`src/ea_pkg.sv`:
```
package ea_pkg;

  // ****************************************************************
  // Address space
  // ****************************************************************
  localparam int ADDR_W = 16;
  localparam int BYTE_W = 8;
  localparam logic [15:0] ADDR_RST = 16'h0000;
  localparam logic [7:0] PAGE_ZERO_HI = 8'h00;
  localparam logic [15:0] STEP_ONE = 16'h0001;

  // Fixed answer latency in clock cycles, the same for every form
  localparam int RSP_LATENCY = 1;

  // ****************************************************************
  // Addressing forms, sixteen in all
  // ****************************************************************
  typedef enum logic [3:0] {
    register_only_mode       = 4'h0,
    branch_offset_mode       = 4'h1,
    literal_operand_mode     = 4'h2,
    page_zero_mode           = 4'h3,
    full_address_mode        = 4'h4,
    pointer_no_offset        = 4'h5,
    pointer_post_step        = 4'h6,
    pointer_byte_offset      = 4'h7,
    pointer_offset_post_step = 4'h8,
    pointer_word_offset      = 4'h9,
    stack_byte_offset        = 4'ha,
    stack_word_offset        = 4'hb,
    page_to_page_mode        = 4'hc,
    literal_to_page_mode     = 4'hd,
    pointer_step_to_page     = 4'he,
    page_to_pointer_step     = 4'hf
  } ea_mode_t;

  localparam int MODE_COUNT = 16;

endpackage

```
`src/addr_former.sv`:
```
`timescale 1ns/1ps
`default_nettype none
module addr_former
  import ea_pkg::*;
(
  // Form and instruction bytes
  input wire ea_mode_t mode,
  input wire logic [7:0] byte1,
  input wire logic [7:0] byte2,
  input wire logic [15:0] ptr_pair,
  // Result
  output logic [15:0] addr,
  output logic uses_mem,
  output logic post_step,
  output logic bad_form
);

  // Address formation; every sum wraps inside the 16-bit space
  always_comb begin
    addr = ADDR_RST;
    uses_mem = 1'b1;
    post_step = 1'b0;
    bad_form = 1'b0;
    case (mode)
      register_only_mode, branch_offset_mode, literal_operand_mode: begin
        uses_mem = 1'b0;
      end
      page_zero_mode: begin
        addr = {PAGE_ZERO_HI, byte1};
      end
      full_address_mode: begin
        addr = {byte1, byte2};
      end
      pointer_no_offset: begin
        addr = ptr_pair;
      end
      pointer_post_step: begin
        addr = ptr_pair;
        post_step = 1'b1;
      end
      pointer_byte_offset: begin
        addr = 16'(ptr_pair + {PAGE_ZERO_HI, byte1});
      end
      pointer_offset_post_step: begin
        addr = 16'(ptr_pair + {PAGE_ZERO_HI, byte1});
        post_step = 1'b1;
      end
      pointer_word_offset: begin
        addr = 16'(ptr_pair + {byte1, byte2});
      end
      // Stack and combined moves are not formed here or by the caller; they are flagged as bad forms
      default: begin
        uses_mem = 1'b0;
        bad_form = 1'b1;
      end
    endcase
  end

endmodule
`default_nettype wire

```
`src/effective_address_generator.sv`:
```
`timescale 1ns/1ps
`default_nettype none
// Behaviour
// - one flat 64 KB operand space
// - sixteen addressing forms are encoded
// - only page-zero, full-address and pointer forms give address
// - answer latency fixed, same every form
// - register-only form makes no memory access
// - branch offset is one signed byte
// - taken branch adds sign-extended offset to counter
// - tested operand form plus branch offset target
// - transfers use separate source and destination forms
// - literal is one or two instruction bytes
// - page-zero form forces high byte zero
// - pointer word: high at address, low after
// - full-address form takes both instruction bytes
// - no-offset form uses pointer pair directly
// - post-step form accesses then increments pointer
// - byte-offset form adds unsigned byte to pointer
// - offset post-step adds byte, then increments
module effective_address_generator
  import ea_pkg::*;
#(
  // Address width; the formers are built for one 16-bit space only
  parameter int ADDR_BITS = ADDR_W
)
(
  // Clock and reset
  input wire logic clk_sys,
  input wire logic sys_rst,
  // Decoded request, one cycle per instruction
  input wire logic req_valid,
  input wire ea_mode_t req_src_mode,
  input wire ea_mode_t req_dst_mode,
  input wire logic req_transfer,
  input wire logic req_wide,
  input wire logic req_branch,
  input wire logic branch_taken,
  input wire logic [7:0] req_byte1,
  input wire logic [7:0] req_byte2,
  input wire logic [7:0] req_offset,
  // Core state
  input wire logic [15:0] ptr_pair,
  input wire logic [15:0] pc_next,
  // Source operand
  output logic rsp_valid_r,
  output logic [15:0] src_addr_r,
  output logic [15:0] src_addr_lo_r,
  output logic src_access_r,
  output logic [15:0] literal_r,
  // Destination operand
  output logic [15:0] dst_addr_r,
  output logic dst_access_r,
  // Pointer and counter updates
  output logic ptr_load_r,
  output logic [15:0] ptr_value_r,
  output logic pc_load_r,
  output logic [15:0] pc_target_r,
  output logic mode_err_r
);

  // Ports and formers are fixed at 16 bits, so any other width is refused
  if (ADDR_BITS != ADDR_W) begin : g_bad_width
    $error("address width must be sixteen bits");
  end

  // ****************************************************************
  // Address formers
  // ****************************************************************
  logic [15:0] form_addr [2];
  logic form_mem [2];
  logic form_step [2];
  logic form_bad [2];
  ea_mode_t form_mode [2];

  // Slot 0 is the source (or tested) operand, slot 1 the destination
  assign form_mode[0] = req_src_mode;
  assign form_mode[1] = req_dst_mode;

  genvar gi;
  generate
    for (gi = 0; gi < 2; gi++) begin : g_former
      addr_former u_former (
        .mode(form_mode[gi]),
        .byte1(req_byte1),
        .byte2(req_byte2),
        .ptr_pair(ptr_pair),
        .addr(form_addr[gi]),
        .uses_mem(form_mem[gi]),
        .post_step(form_step[gi]),
        .bad_form(form_bad[gi])
      );
    end
  endgenerate

  // ****************************************************************
  // Next values
  // ****************************************************************
  logic dst_used;
  logic step_nxt;
  logic [15:0] sext_nxt;
  logic [15:0] literal_nxt;

  // Destination only counts for transfers
  assign dst_used = req_transfer;
  // A transfer steps the pointer once even if both sides name it
  assign step_nxt = form_step[0] | (dst_used & form_step[1]);
  // offset byte is signed two's complement
  assign sext_nxt = {{BYTE_W{req_offset[7]}}, req_offset};
  // wide literal takes two bytes, else one
  assign literal_nxt = req_wide ? {req_byte1, req_byte2} : {PAGE_ZERO_HI, req_byte1};

  // ****************************************************************
  // Answer registers
  // ****************************************************************

  // answer always one cycle after request
  always_ff @(posedge clk_sys or posedge sys_rst) begin
    if (sys_rst) begin
      rsp_valid_r <= 1'b0;
    end else begin
      rsp_valid_r <= req_valid;
    end
  end

  // operand addresses into the flat space
  always_ff @(posedge clk_sys or posedge sys_rst) begin
    if (sys_rst) begin
      src_addr_r <= ADDR_RST;
      src_addr_lo_r <= ADDR_RST;
      src_access_r <= 1'b0;
      dst_addr_r <= ADDR_RST;
      dst_access_r <= 1'b0;
      mode_err_r <= 1'b0;
    end else if (req_valid) begin
      src_addr_r <= form_addr[0];
      // low byte at the following address
      src_addr_lo_r <= 16'(form_addr[0] + STEP_ONE);
      src_access_r <= form_mem[0];
      dst_addr_r <= form_addr[1];
      dst_access_r <= dst_used & form_mem[1];
      mode_err_r <= form_bad[0] | (dst_used & form_bad[1]);
    end
  end

  // Literal value; held until the next request
  always_ff @(posedge clk_sys or posedge sys_rst) begin
    if (sys_rst) begin
      literal_r <= ADDR_RST;
    end else if (req_valid) begin
      literal_r <= literal_nxt;
    end
  end

  always_ff @(posedge clk_sys or posedge sys_rst) begin
    if (sys_rst) begin
      ptr_load_r <= 1'b0;
      ptr_value_r <= ADDR_RST;
    end else begin
      ptr_load_r <= req_valid & step_nxt;
      if (req_valid) begin
        ptr_value_r <= 16'(ptr_pair + STEP_ONE);
      end
    end
  end

  // branch target from offset when taken
  always_ff @(posedge clk_sys or posedge sys_rst) begin
    if (sys_rst) begin
      pc_load_r <= 1'b0;
      pc_target_r <= ADDR_RST;
    end else begin
      pc_load_r <= req_valid & req_branch;
      if (req_valid) begin
        pc_target_r <= (req_branch & branch_taken) ? 16'(pc_next + sext_nxt) : pc_next;
      end
    end
  end

  // ****************************************************************
  // Checks
  // ****************************************************************

  latency_fixed_a: assert property (
    @(posedge clk_sys) disable iff (sys_rst)
    req_valid |=> rsp_valid_r)
    else $error("answer not one cycle after request");

  reg_only_quiet_a: assert property (
    @(posedge clk_sys) disable iff (sys_rst)
    req_valid && req_src_mode == register_only_mode |=> rsp_valid_r && !src_access_r)
    else $error("register-only form made an access");

  page_zero_hi_a: assert property (
    @(posedge clk_sys) disable iff (sys_rst)
    req_valid && req_src_mode == page_zero_mode
    |=> src_access_r && src_addr_r == {8'h00, $past(req_byte1)})
    else $error("page-zero address wrong");

  full_addr_a: assert property (
    @(posedge clk_sys) disable iff (sys_rst)
    req_valid && req_src_mode == full_address_mode
    |=> src_addr_r == {$past(req_byte1), $past(req_byte2)})
    else $error("full address wrong");

  no_offset_ptr_a: assert property (
    @(posedge clk_sys) disable iff (sys_rst)
    req_valid && req_src_mode == pointer_no_offset
    |=> src_addr_r == $past(ptr_pair)
        && ptr_load_r == ($past(req_transfer) && ($past(req_dst_mode) == pointer_post_step
        || $past(req_dst_mode) == pointer_offset_post_step)))
    else $error("no-offset pointer address wrong");

  post_step_a: assert property (
    @(posedge clk_sys) disable iff (sys_rst)
    req_valid && req_src_mode == pointer_post_step
    |=> src_addr_r == $past(ptr_pair) && ptr_load_r
        && ptr_value_r == 16'($past(ptr_pair) + 16'h0001))
    else $error("post-step pointer wrong");

  byte_offset_a: assert property (
    @(posedge clk_sys) disable iff (sys_rst)
    req_valid && req_src_mode == pointer_byte_offset
    |=> src_addr_r == 16'($past(ptr_pair) + {8'h00, $past(req_byte1)})
        && ptr_load_r == ($past(req_transfer) && ($past(req_dst_mode) == pointer_post_step
        || $past(req_dst_mode) == pointer_offset_post_step)))
    else $error("byte-offset address wrong");

  offset_step_a: assert property (
    @(posedge clk_sys) disable iff (sys_rst)
    req_valid && req_src_mode == pointer_offset_post_step
    |=> src_addr_r == 16'($past(ptr_pair) + {8'h00, $past(req_byte1)}) && ptr_load_r)
    else $error("offset post-step wrong");

  pointer_wrap_a: assert property (
    @(posedge clk_sys) disable iff (sys_rst)
    req_valid && ptr_pair == 16'hffff && req_src_mode == pointer_post_step
    |=> ptr_value_r == 16'h0000)
    else $error("pointer step did not wrap");

  branch_target_a: assert property (
    @(posedge clk_sys) disable iff (sys_rst)
    req_valid && req_branch
    |=> pc_load_r && pc_target_r == ($past(branch_taken)
        ? 16'($past(pc_next) + {{8{$past(req_offset[7])}}, $past(req_offset)})
        : $past(pc_next)))
    else $error("branch target wrong");

  word_pair_a: assert property (
    @(posedge clk_sys) disable iff (sys_rst)
    rsp_valid_r |-> src_addr_lo_r == 16'(src_addr_r + 16'h0001))
    else $error("word pair addresses not consecutive");

  literal_width_a: assert property (
    @(posedge clk_sys) disable iff (sys_rst)
    req_valid && !req_wide |=> literal_r[15:8] == 8'h00 && literal_r[7:0] == $past(req_byte1))
    else $error("narrow literal wrong");

  wide_literal_a: assert property (
    @(posedge clk_sys) disable iff (sys_rst)
    req_valid && req_wide |=> literal_r == {$past(req_byte1), $past(req_byte2)})
    else $error("wide literal wrong");

  pulse_once_a: assert property (
    @(posedge clk_sys) disable iff (sys_rst)
    !req_valid |=> !rsp_valid_r && !ptr_load_r && !pc_load_r)
    else $error("answer pulse without request");

  dest_form_a: assert property (
    @(posedge clk_sys) disable iff (sys_rst)
    req_valid && req_transfer && req_dst_mode == page_zero_mode
    |=> dst_access_r && dst_addr_r == {8'h00, $past(req_byte1)})
    else $error("destination address wrong");

  dest_unused_a: assert property (
    @(posedge clk_sys) disable iff (sys_rst)
    req_valid && !req_transfer |=> !dst_access_r)
    else $error("destination accessed outside a transfer");

  no_branch_a: assert property (
    @(posedge clk_sys) disable iff (sys_rst)
    req_valid && !req_branch |=> !pc_load_r)
    else $error("counter load without branch");

  back_offset_a: assert property (
    @(posedge clk_sys) disable iff (sys_rst)
    req_valid && req_branch && branch_taken && req_offset[7]
    |=> pc_target_r == 16'($past(pc_next) - (16'h0100 - {8'h00, $past(req_offset)})))
    else $error("backward branch target wrong");

  word_lo_a: assert property (
    @(posedge clk_sys) disable iff (sys_rst)
    req_valid && req_src_mode == page_zero_mode
    |=> src_addr_lo_r == 16'({8'h00, $past(req_byte1)} + 16'h0001))
    else $error("word low byte address wrong");

  word_offset_a: assert property (
    @(posedge clk_sys) disable iff (sys_rst)
    req_valid && req_src_mode == pointer_word_offset
    |=> !mode_err_r
        && src_addr_r == 16'($past(ptr_pair) + {$past(req_byte1), $past(req_byte2)}))
    else $error("word-offset address wrong");

endmodule
`default_nettype wire

```
`config.mk`:
```
export PLATFORM = sky130hd
export DESIGN_NAME = effective_address_generator
export DESIGN_NICKNAME = d
export VERILOG_FILES = /design/src/ea_pkg.sv /design/src/addr_former.sv /design/src/effective_address_generator.sv
export SDC_FILE = /design/constraint.sdc
export NUM_CORES = 1
export LEC_CHECK = 0
export ABC_CLOCK_PERIOD_IN_PS = 5230
export BUFFER_PORTS_ARGS = -buffer_cell sky130_fd_sc_hd__buf_2
export CAP_MARGIN = 20
export CORE_UTILIZATION = 60
export CTS_BUF_LIST = sky130_fd_sc_hd__clkbuf_4 sky130_fd_sc_hd__clkbuf_8
export CTS_CLUSTER_SIZE = 20
export DETAILED_ROUTE_END_ITERATION = 6
export GPL_TIMING_DRIVEN = 0
export PLACE_DENSITY = 0.87
export SYNTH_ARGS = -nofsm -noshare
export SYNTH_HDL_FRONTEND = slang
export SYNTH_SLANG_ARGS = --single-unit
```
`constraint.sdc`:
```
create_clock -name clk_sys -period 5.23 [get_ports clk_sys]
set_input_delay 1.046 -clock clk_sys [delete_from_list [all_inputs] [get_ports clk_sys]]
set_output_delay 1.046 -clock clk_sys [all_outputs]
set_load 0.01 [all_outputs]
```
# Word level (Yosys, flattened, before mapping)
# Cells that the tools add are included.
dict set report totals {
  regBits 102
  in_bits 71
  output_inout_bits 102
  wordCells 65
}
dict set report classes {
  addsub 5
  n_eq_ne 18
  mux 10
  bitwise_logic 8
  n_reduce_logical 12
}
# op n
set ops {}
lappend ops {{$pmux 16 s5} 2}
lappend ops {{$add 16x1->16 const B} 2}
lappend ops {{$add 16x16->16} 2}
lappend ops {{$eq 4x3->1 const B} 8}
lappend ops {{$mux 16} 2}
lappend ops {{$reduce_or 10->1} 2}
lappend ops {{$add 16x8->16} 1}
lappend ops {{$eq 4x2->1 const B} 4}
lappend ops {{$eq 4x4->1 const B} 4}
lappend ops {{$reduce_or 7->1} 2}
lappend ops {{$reduce_or 2->1} 6}
lappend ops {{$eq 4x1->1 const B} 2}
lappend ops {{$logic_not 4->1} 2}
lappend ops {{$and 1x1->1} 6}
lappend ops {{$mux 1} 6}
lappend ops {{$or 1x1->1} 2}

# Logic depth before layout (Yosys ltp)
# Gate-level depths: netlist of run 1.
dict set report logic_depth {
  word_depth 6
  mapped_depth 14
  depth_no_buf 14
}

# Modules after synthesis
# A second synthesis of run 1 with hierarchy kept.
dict set report unflattened {
  hier_cells 863
  hier_area_um2 7872.6
}
# mod instances cells_per_inst area_each_um2 seq_area_each_um2
set modules_own_cells {}
lappend modules_own_cells {effective_address_generator 1 491 5187.5 2552.4}
lappend modules_own_cells {addr_former 2 186 1342.5 0.0}

# Worst setup path before layout of run 1
# No wires, ideal clock.
dict set report synth_timing {
  path_type {in2reg}
  start {input req_byte1[0]}
  end {register src_addr_lo_r[15]}
  setup_time_ps 87
  arrival_time_ps 4133
  t_required_ps 5143
  slack_ps 1010
  cell_stages 12
  path_buffers 1
  cell_sequence {ha_1 > fa_1 > a211oi_2 > o21bai_1 > a2111oi_4 > nor2_1 > o211ai_1 > o21ai_0 > or4_1 > buf_2 > or3_1 > o211ai_1}
}
dict set report synth_between {
  elab_chain_cells 3
  word_cells_on_any_way 4
  cone_classes {3 x add/sub; 1 x mux}
}
# element line
set synth_lines {}
lappend synth_lines {{start: declaration} effective_address_generator.sv:39} ;# input wire logic [7:0] req_byte1,
lappend synth_lines {{$add 16x8->16 or $add 16x16->16 (tied branches)} {addr_former.sv:42, addr_former.sv:45, addr_former.sv:49}}
lappend synth_lines {{$pmux 16 s5 (*)} addr_former.sv:24} ;# case (mode)
lappend synth_lines {{$add 16x1->16 (*)} effective_address_generator.sv:138} ;# src_addr_lo_r <= 16'(form_addr[0] + STEP_ONE);
lappend synth_lines {{end signal: assignment} effective_address_generator.sv:138}
lappend synth_lines {{end: declaration} effective_address_generator.sv:48} ;# output logic [15:0] src_addr_lo_r,
# Mark *: on every way between the ends. The rest lies on a longest branch, timed or not.
# A chain may end at the register's enable or synchronous reset.

# Final worst setup path of run 1
# Ends and elaborated chain as after synthesis.

==> qor.yml, run 1 <==
reg2regPathDepth: 1
final_max_slew_viol_count: 0
synth_cells: 881
clockBufferDepth: 2
finalClockSkew_ns: 0
synthTopCellsByArea: "dfrtp_1, ha_1, a21oi_1, nor2_1, o21ai_0"
antenna_cells: 0
overflow: 0
grt.busiest_layer: "met2"
synth_flop_cell: "dfrtp_1"
rows: 40
hold-path-endpoint: "pc_target_r[13]"
cp_cell_sequence: "buf_2 > ha_1 > fa_1 > a211oi_2 > o21bai_1 > a2111oi_4 > nor2_1 > o211ai_1 > o21ai_0 > or4_1 > buf_2 > or3_1 > o211ai_1"
final_nets: 1177
wl_per_cell_um: 21.3
r2r_start: "src_addr_lo_r[13]"
use_met1: 0.570
endpoint_kind: "register"
ios: 173
drv_cap: 0
die-height_um: 115
ant_nets: 0
use_met2: 0.598
cts_setup_buffers: 0
crit_arrival_ns: 4.97
hp-class: "reg2reg"
tns_ns: 0
run_status: "finished clean"
slowest_stage: "a2111oi_4"
antenna_found_initial: 0
synth_area_leader_cell: "dfrtp_1"
fin_crit_ns: 4.64
cts.clk_slew.worst_paths_ns: 0.11
min-delay-start: "pc_target_r[13]"
globalRouteTotalUtil: 0.411
placed_area_mm2: 0.00876
tritoncts: "done"
syn_area_per_cell_um2: 8.71
max_freq_ghz: 0.216
synthArstFlopShare: 1.00
yosysSeqAreaShare: 0.333
power_density_mw_per_mm2: 248
startpoint_type: "input port"
dieArea_mm2: 0.0133
final_cell_area_mm2: 0.00899
met3_usage: 0.101
ys_ff_latch: 102
peakVddDrop_v: 0.000133
filler_cell_count: 976
final_util: 0.733
multiInputGateArea_mm2: 0.00480
cpPeakStageDelay_ns: 0.52
grt_pass1_wl_mm: 40.7
ctsRootBufferMaster: "clkbuf_8"
synth_top_area_share: 0.333
synth_area_mm2: 0.00768
drtIter0Drc: 983
grt_setup_unrepaired: "false"
cts_sinks: 102
hold_path_depth: 1
crit_required_ns: 5.57
syn-num-nets: 995
core_area_mm2: 0.0123
critPathMaxFanout: 8
die_x_um: 115
seq_area_mm2: 0.00255
rrSetupSlack_ns: 4.39
start_util: 0.626
drc_errors: 0
slew_headroom: 0.214
area_growth_pct: 17.1
drt-pass1-iter-count: 6
timing.final.crit_share: 0.886
hold_buffers: 0
ys_types: 87
first_global_vias: 7471
ys_warn_count: 0
drive_gt1_frac: 0.214
cts_resized: 0
vias_per_cell: 6.63
finalWirelength_mm: 26.3
power_leakage_nw: 4.05
synth_edf_count: 0
reg2reg_to: "src_addr_lo_r[13]"
dp_hpwl_mm: 19.6
setup_violations: 0
vias: 8195
numCtsBuffers: 9
insertion_delay_ns: 0.40
crit_type: "in2reg"
tightest_slew_ns: 1.17
grt_max_degree: 56
power.total_w: 0.00223
port_buffers: 167
gp_congestion: 1.00
hold_viol: 0
h-tree-depth: 3
routing by layer:
layer / part of all wire / routed length [um] / vias to the layer above
met3: 0.12 / 3250 / 106
li1: - / - / 3655
met5: 0 / 0 / -
met1: 0.40 / 10600 / 3848
met2: 0.43 / 11300 / 586
met4: 0.046 / 1210 / 0
stage by stage:
stage                     setup WS (ns)  hold WS, ns  std cells
after floorplan                    1.01        0.516        881
after global placement            0.303        0.457       1216
after detailed placement          0.262        0.463       1218
after CTS                         0.686        0.487       1234
after global routing              0.458        0.503       1236
final                             0.595        0.486       1236
cells in the mapped netlist, drive strengths merged (4+ instances only):
cell     count
inv         26
nand2b       5
a22oi       17
and2         9
mux2i       13
a21oi       77
o21ai       52
mux2        12
nor3b        8
a22o         7
o22ai        5
clkbuf      39
dfrtp      102
xor2        26
nor2        90
a31oi       11
or3          7
a222oi       7
o211ai       6
nand3       26
or4          6
o2bb2ai     22
ha          40
a211oi      13
a21boi       4
xnor2       27
nand3b       7
nor3        29
o21a        11
a221o        4
or2          5
buf         13
o31ai        4
a21o        11
nor2b        5
and3        13
nand2       56
nor4         6
a221oi      10
worst max path at each step:
stage | from | to | depth (start not counted)
after floorplan | req_byte1[0] | src_addr_lo_r[15] | 12
after global placement | sys_rst | ptr_value_r[10] | 2
after detailed placement | req_byte1[0] | src_addr_lo_r[15] | 13
after CTS | req_byte1[0] | src_addr_lo_r[15] | 13
after global routing | req_byte1[0] | src_addr_lo_r[15] | 13
final | req_byte1[0] | src_addr_lo_r[15] | 13
critical path, delay by kind of cell:
kind / cells / cell delay, ns
compound gates: 6 / 1.81
simple gates: 3 / 1.09
fa+ha+maj: 2 / 0.69
buf+inv: 2 / 0.34
power by group:
group	leakage, nW	total [W]	internal [W]	switching (W)
Combinational	2.68	0.000747	0.000288	0.000460
Sequential	1.27	0.000911	0.000865	0.0000455
Clock	0.106	0.000567	0.000243	0.000324
Total	4.05	0.00223	0.00140	0.000829
layout make-up:
cell class,count,share of cell area
clock buffers,10,0.0153
plain buffers,52,0.0248
multi-input cells,701,0.535
clock inverters,6,0.00835
repair buffers,171,0.0984
inverters,26,0.0111
flip-flops and latches,102,0.284
well taps,168,0.0234
sequential cells by signal, indices dropped and copies added (netlist names), 16 cells and up:
register,flops
dst_addr_r,16
literal_r,16
pc_target_r,16
ptr_value_r,16
src_addr_lo_r,16
src_addr_r,16
cell families after synthesis:
kind of cell | share of synthesized area
flops | 0.333
fa+ha+maj | 0.0730
mux | 0.0346
simple gates | 0.193
buf+inv | 0.0417
xor+xnor | 0.0615
compound gates | 0.264
layout by cell type, fill, tap and decap left out, drive strengths merged, types with 12 or more instances in the layout:
master,count
o21ai,52
mux2i,13
inv,30
a211oi,13
a22oi,17
mux2,12
ha,40
nand3,26
nor2,90
and3,13
a21oi,77
dfrtp,102
o2bb2ai,22
buf,183
xnor2,27
nor3,29
xor2,26
nand2,56
clkbuf,49
Note: power is estimated with default switching activity, not from simulation.
==> run 2, diff against run 1 <==
- ABC_CLOCK_PERIOD_IN_PS: 5230 -> 4950
- CORE_UTILIZATION: 60 -> 57
- CTS_CLUSTER_SIZE: 20 -> 12
- PLACE_DENSITY: 0.87 -> 0.83
- clock period: 5.23 -> 4.95 ns (I/O delays scaled with it)
==> run 2 against run 1 <==
Core utilization fell by 5.4 points. Worst hold slack worse by 0.0011 ns. Critical endpoint unchanged. Via count fell by 1.9%. Largest cell class unchanged.
==> qor.yml, run 2 (synthesized netlist as in run 1, its figures left out) <==
cts_resized: 0  # unchanged
peakVddDrop_v: 0.000118  # was 0.000133 V
dieArea_mm2: 0.0139  # was 0.0133 mm2
gp_congestion: 0.970  # was 1.00
final_cells: 1243  # was 1236
rows: 42  # was 40
slowest_stage: "a2111oi_4"  # unchanged
crit_type: "in2reg"  # unchanged
final_common_cell: "buf_2"  # unchanged
grt_pass1_wl_mm: 39.8  # was 40.7 mm
final_nets: 1177  # unchanged
hold_buffers: 0  # unchanged
numCtsBuffers: 9  # unchanged
fin_crit_ns: 4.60
slew_headroom: 0.224  # was 0.214
vias: 8038  # was 8195
endpoint_kind: "register"  # unchanged
port_buffers: 167  # unchanged
final_util: 0.679  # was 0.733
overflow: 0  # unchanged
tns_ns: 0  # unchanged
crit_required_ns: 5.27  # was 5.57 ns
core_area_mm2: 0.0132  # was 0.0123 mm2
timing.final.crit_share: 0.928
run_status: "finished clean"  # unchanged
pwr-share-seq: 0.425  # was 0.409
startpoint_type: "input port"  # unchanged
final_max_slew_viol_count: 0  # unchanged
cp_cell_sequence: "buf_2 > ha_1 > fa_1 > a211oi_2 > o21bai_1 > a2111oi_4 > nor2_1 > o211ai_1 > o21ai_0 > or4_1 > buf_2 > or3_1 > o211ai_1"  # unchanged
tritoncts: "done"  # unchanged
h-tree-depth: 3  # unchanged
switchingPower_w: 0.000857  # was 0.000829 W
dp_hpwl_mm: 19.7  # was 19.6 mm
insertion_delay_ns: 0.39  # was 0.40 ns
ios: 173  # unchanged
power_switching_share: 0.379  # was 0.373
power_density_mw_per_mm2: 253  # was 248 mW/mm2
clockBufferDepth: 2  # unchanged
finalClockSkew_ns: 0  # unchanged
setup_violations: 0  # unchanged
vias_per_cell: 6.47  # was 6.63
ctsRootBufferMaster: "clkbuf_8"  # unchanged
hold_viol: 0  # unchanged
grt_setup_unrepaired: "false"  # unchanged
power_leakage_nw: 4.03  # was 4.05 nW
drt-pass1-iter-count: 5  # was 6
antenna_cells: 0  # unchanged
timing.final.ws_setup_ns: 0.355  # was 0.595 ns
cpPeakStageDelay_ns: 0.53  # was 0.52 ns
pre_cts_slack_ns: 0.0457  # was 0.262 ns
die-height_um: 118  # was 115 um
grt_max_degree: 61  # was 56
drtIter0Drc: 756  # was 983
cts_sinks: 102  # unchanged
drive_gt1_frac: 0.214  # about the same
combPwrFrac: 0.348  # was 0.336
die_x_um: 118  # was 115 um
area_growth_pct: 16.6  # was 17.1%
cts.clk_slew.worst_paths_ns: 0.10  # was 0.11 ns
drv_cap: 0  # unchanged
antenna_found_initial: 0  # unchanged
globalRouteTotalUtil: 0.372  # was 0.411
place_inst: 1227  # was 1218
p_clk_frac: 0.227  # was 0.255
critPathMaxFanout: 8  # unchanged
cts_setup_buffers: 0  # unchanged
max_freq_ghz: 0.218
layout_common_cells: "buf_2, dfrtp_1, nor2_1"  # unchanged
first_global_vias: 7324  # was 7471
finalWirelength_mm: 25.9  # was 26.3 mm
wl_per_cell_um: 20.8  # was 21.3 um
crit_start: "req_byte1[0]"  # unchanged
drc_errors: 0  # unchanged
hold_slack_ns: 0.485  # was 0.486 ns
crit_arrival_ns: 4.92  # was 4.97 ns
min-delay-start: "dst_addr_r[14]"  # was pc_target_r[13]
hp-class: "reg2reg"  # unchanged
start_util: 0.582  # was 0.626
intPower_w: 0.00140  # about the same
r2r_start: "src_addr_lo_r[13]"  # unchanged
tightest_slew_ns: 1.16  # was 1.17 ns
ant_nets: 0  # unchanged
run 2: cell types whose count changed in the layout (fill, tap and decap cells not counted), sizes merged:
| cell | change |
|---|---|
| buf | +1 |
| bufinv | -1 |
| clkbuf | -1 |
| clkdlybuf4s15 | -1 |
| clkinv | +2 |
| clkinvlp | -1 |
run 2: routing by layer:
layer	part of all wire	GRT usage
met4	0.039	0.175
met1	0.42	0.506
met3	0.10	0.0741
met2	0.44	0.567
met5	0	0
run 2: worst max-delay path, delay by kind of cell:
| family | cells | cell delay, ns |
|---|---|---|
| buf+inv | 2 | 0.35 |
| compound gates | 6 | 1.78 |
| simple gates | 3 | 1.10 |
| fa+ha+maj | 2 | 0.70 |
run 2: through the flow:
| step | power, W | cell area [um2] |
|---|---|---|
| after detailed placement | 0.00174 | 8780 |
| after global placement | 0.00172 | 8730 |
| after CTS | 0.00224 | 8940 |
| after floorplan | 0.00146 | 7680 |
| final | 0.00226 | 8950 |
| after global routing | 0.00236 | 8950 |
run 2: path summary, 6_finish.rpt:
| path | slack, ns | endpoint | depth (start not counted) |
|---|---|---|---|
| worst max-delay path | 0.35 | src_addr_lo_r[15] | 13 |
| worst min-delay path | 0.48 | dst_addr_r[14] | 1 |
| worst max register to register | 4.10 | src_addr_lo_r[13] | 1 |
| worst min register to register | 0.48 | dst_addr_r[14] | 1 |
| max in group asynchronous | 3.60 | ptr_value_r[13] | 3 |
| min in group asynchronous | 0.64 | src_addr_lo_r[9] | 2 |
run 2: area by class of cell:
| cell class | count | area (um2) |
|---|---|---|
| Buffer | 52 | 223 |
| Clock buffer | 9 | 124 |
| Clock inverter | 6 | 45.0 |
| Fill cell | 1137 | 4240 |
| Inverter | 26 | 100 |
| Multi-Input combinational cell | 701 | 4800 |
| Sequential cell | 102 | 2550 |
| Tap cell | 176 | 220 |
| Timing Repair Buffer | 171 | 881 |
run 2: power by group through the flow:
stage | Combinational [W] | Sequential (W) | Clock [W]
detailed placement | 0.000765 | 0.000976 | 0
floorplan | 0.000444 | 0.00101 | 0
global route | 0.000847 | 0.000969 | 0.000545
global placement | 0.000749 | 0.000974 | 0
CTS | 0.000768 | 0.000960 | 0.000514
finish | 0.000786 | 0.000961 | 0.000514
==> run 3, diff against run 2 <==
- SYNTH_HIERARCHICAL: not set -> 1
==> run 3 against run 2 <==
Setup slack worse by 0.055 ns. Global-route usage decreased by 3.0 points. First-iteration DRC count rose by 27%. Sequential share of layout area down 0.77 points. Critical path type unchanged. Highest routed layer unchanged.
==> qor.yml, run 3 <==
run_status: "finished clean"  # unchanged
slew_headroom: 0.337  # was 0.224
crit_type: "in2reg"  # unchanged
antenna_cells: 0  # unchanged
synthTopCellsByArea: "dfrtp_1, ha_1, mux2_2, a21oi_1, nand2_1"  # was dfrtp_1, ha_1, a21oi_1, nor2_1, o21ai_0
port_buffers: 169  # was 167
start_util: 0.590  # was 0.582
intPower_w: 0.00153  # was 0.00140 W
vias: 7802  # was 8038
crit_arrival_ns: 4.89  # was 4.92 ns
cpPeakStageDelay_ns: 0.40  # was 0.53 ns
grt_setup_unrepaired: "false"  # unchanged
power_density_mw_per_mm2: 256  # was 253 mW/mm2
cts_sinks: 102  # unchanged
gp_congestion: 0.949  # was 0.970
hold_viol: 0  # unchanged
first_global_vias: 7408  # was 7324
final_max_slew_viol_count: 0  # unchanged
final_common_cell: "buf_2"  # unchanged
cts.clk_slew.worst_paths_ns: 0.10  # about the same
routed.top_layer: "met4"  # unchanged
synth_edf_count: 0  # unchanged
die_x_um: 120  # was 118 um
min-delay-start: "pc_target_r[9]"  # was dst_addr_r[14]
insertion_delay_ns: 0.39  # about the same
synth_top_area_share: 0.324  # was 0.333
layout_common_cells: "buf_2, dfrtp_1, a21oi_1"  # was buf_2, dfrtp_1, nor2_1
slowest_stage: "o31ai_2"  # was a2111oi_4
cp_cell_sequence: "buf_2 > and4bb_1 > buf_2 > mux2_2 > ha_1 > inv_1 > fa_1 > nand2b_1 > a21oi_1 > o211ai_1 > and3_1 > o31ai_2 > and3_1 > and3_1 > and4_1 > nand3_1 > mux2i_1"  # was buf_2 > ha_1 > fa_1 > a211oi_2 > o21bai_1 > a2111oi_4 > nor2_1 > o211ai_1 > o21ai_0 > or4_1 > buf_2 > or3_1 > o211ai_1
startpoint_type: "input port"  # unchanged
ys_warn_count: 6  # was 0
syn_area_per_cell_um2: 9.12  # was 8.71 um2
vias_per_cell: 6.37  # was 6.47
max_freq_ghz: 0.215  # was 0.218 GHz
ys_ff_latch: 102  # unchanged
ys_types: 69  # was 87
combPwrFrac: 0.320  # was 0.348
yosysSeqAreaShare: 0.324  # was 0.333
wl_met3_mm: 2.10  # was 2.66 mm
synth_area_mm2: 0.00787  # was 0.00768 mm2
drive_gt1_frac: 0.274  # was 0.214
pre_cts_slack_ns: -0.535  # was 0.0457 ns
power_leakage_nw: 4.41  # was 4.03 nW
synthTopCellsByCount: "dfrtp_1, a21oi_1, nand2_1, nor2_1, mux2_2"  # was dfrtp_1, nor2_1, a21oi_1, nand2_1, o21ai_0
endpoint_kind: "register"  # unchanged
hp-class: "reg2reg"  # unchanged
switchingPower_w: 0.000826  # was 0.000857 W
antenna_found_initial: 0  # unchanged
syn-num-nets: 988  # was 995
crit_required_ns: 5.19  # was 5.27 ns
crit_top_cell: "and3_1"
timing.final.ws_setup_ns: 0.300  # was 0.355 ns
grt_max_degree: 67  # was 61
die-height_um: 120  # was 118 um
final_nets: 1168  # was 1177
drv_cap: 0  # unchanged
r2r_start: "src_addr_lo_r[13]"  # unchanged
p_clk_frac: 0.263  # was 0.227
dp_hpwl_mm: 18.0  # was 19.7 mm
numCtsBuffers: 9  # unchanged
peakVddDrop_v: 0.000165  # was 0.000118 V
critPathMaxFanout: 16  # was 8
pwr-share-seq: 0.417  # was 0.425
rows: 42  # unchanged
globalRouteTotalUtil: 0.342  # was 0.372
reg2reg_to: "src_addr_lo_r[13]"  # unchanged
rrSetupSlack_ns: 3.94  # was 4.10 ns
tns_ns: 0  # unchanged
core_area_mm2: 0.0133  # was 0.0132 mm2
reg2regPathDepth: 3  # was 1
dieArea_mm2: 0.0143  # was 0.0139 mm2
power.total_w: 0.00236  # was 0.00226 W
wl_per_cell_um: 19.6  # was 20.8 um
overflow: 0  # unchanged
setup_violations: 0  # unchanged
drt-pass1-iter-count: 6  # was 5
tritoncts: "done"  # unchanged
grt_pass1_wl_mm: 38.0  # was 39.8 mm
drtIter0Drc: 958  # was 756
met2_length_mm: 11.0  # was 11.4 mm
hold-path-endpoint: "pc_target_r[9]"  # was dst_addr_r[14]
timing.final.crit_share: 0.939  # was 0.928
ctsRootBufferMaster: "clkbuf_8"  # unchanged
tightest_slew_ns: 0.986  # was 1.16 ns
drc_errors: 0  # unchanged
finalWirelength_mm: 24.0  # was 25.9 mm
clockBufferDepth: 2  # unchanged
synth_cells: 863  # was 881
finalClockSkew_ns: 0  # unchanged
ios: 173  # unchanged
wl_met1_mm: 9.94  # was 10.8 mm
yosysMostFrequentCell: "dfrtp_1"  # unchanged
synthArstFlopShare: 1.00  # unchanged
hold_path_depth: 2  # was 1
h-tree-depth: 3  # unchanged
fin_crit_ns: 4.65  # was 4.60 ns
ant_nets: 0  # unchanged
power_switching_share: 0.350  # was 0.379
synth_area_leader_cell: "dfrtp_1"  # unchanged
synth_flop_cell: "dfrtp_1"  # unchanged
area_growth_pct: 16.8  # was 16.6%
run 3: how the worst max path moves through the flow:
| stage | start | end | slack (ns) | depth (start not counted) |
|---|---|---|---|---|
| finish | req_src_mode[2] | src_addr_lo_r[14] | 0.30 | 17 |
| floorplan | req_src_mode[1] | src_addr_lo_r[15] | 0.29 | 18 |
| global placement | req_src_mode[2] | src_addr_lo_r[14] | -0.46 | 18 |
| detailed placement | req_src_mode[2] | src_addr_lo_r[14] | -0.54 | 18 |
| CTS | req_src_mode[2] | src_addr_lo_r[14] | 0.06 | 18 |
| global route | req_src_mode[2] | src_addr_lo_r[14] | 0.04 | 17 |
run 3: per-layer routing:
metal	global-route usage	up-vias
met4	0.154	0
met2	0.544	411
met3	0.0637	90
met1	0.451	3736
li1	-	3565
met5	0	-
run 3: per-stage QoR:
step                hold WS [ns]  utilization  cells  instance area (um2)
floorplan                  0.511            -    863                 7870
CTS                        0.488        0.689   1225                 9200
global placement           0.460        0.670   1208                 8940
detailed placement         0.464        0.672   1209                 8970
finish                     0.481        0.689   1224                 9200
global route               0.517        0.689   1224                 9200
run 3: cells by family after synthesis:
| logic type | synth area share |
|---|---|
| AOI/OAI and AO/OA | 0.225 |
| xor gates and xnor gates | 0.0534 |
| adders and majority gates | 0.0887 |
| buffers and inverters | 0.0402 |
| DFF | 0.324 |
| muxes | 0.0936 |
| and+or+nand+nor | 0.175 |
run 3: timing repair:
item / in CTS / in global routing
endpoints found under the setup margin: 2 / 5
resized for setup: 1 / 0
setup buffers: 0 / 0
hold buffers: 0 / 0
hold endpoints to repair: 0 / 0
run 3: critical path: cells and delay by family:
| family | cells | cell delay, ns |
|---|---|---|
| simple gates | 7 | 1.46 |
| fa+ha+maj | 2 | 0.56 |
| compound gates | 3 | 0.98 |
| buf+inv | 3 | 0.50 |
| mux | 2 | 0.40 |
run 3: power by group through the flow:
stage               sequential [W]  clock [W]  combinational, W
floorplan                  0.00104          0          0.000414
global placement          0.000995          0          0.000722
detailed placement        0.000998          0          0.000740
CTS                       0.000982   0.000625          0.000745
global route              0.000993   0.000658          0.000820
finish                    0.000983   0.000620          0.000754
run 3: area by class of cell:
| class | instances | area, um2 |
|---|---|---|
| multi-input combinational | 701 | 5010 |
| inverter | 18 | 70.1 |
| timing repair buffer | 170 | 873 |
| buffer | 41 | 245 |
| sequential | 102 | 2550 |
| clock buffer | 9 | 124 |
| clock inverter | 7 | 104 |
| fill | 1104 | 4150 |
| tap | 176 | 220 |
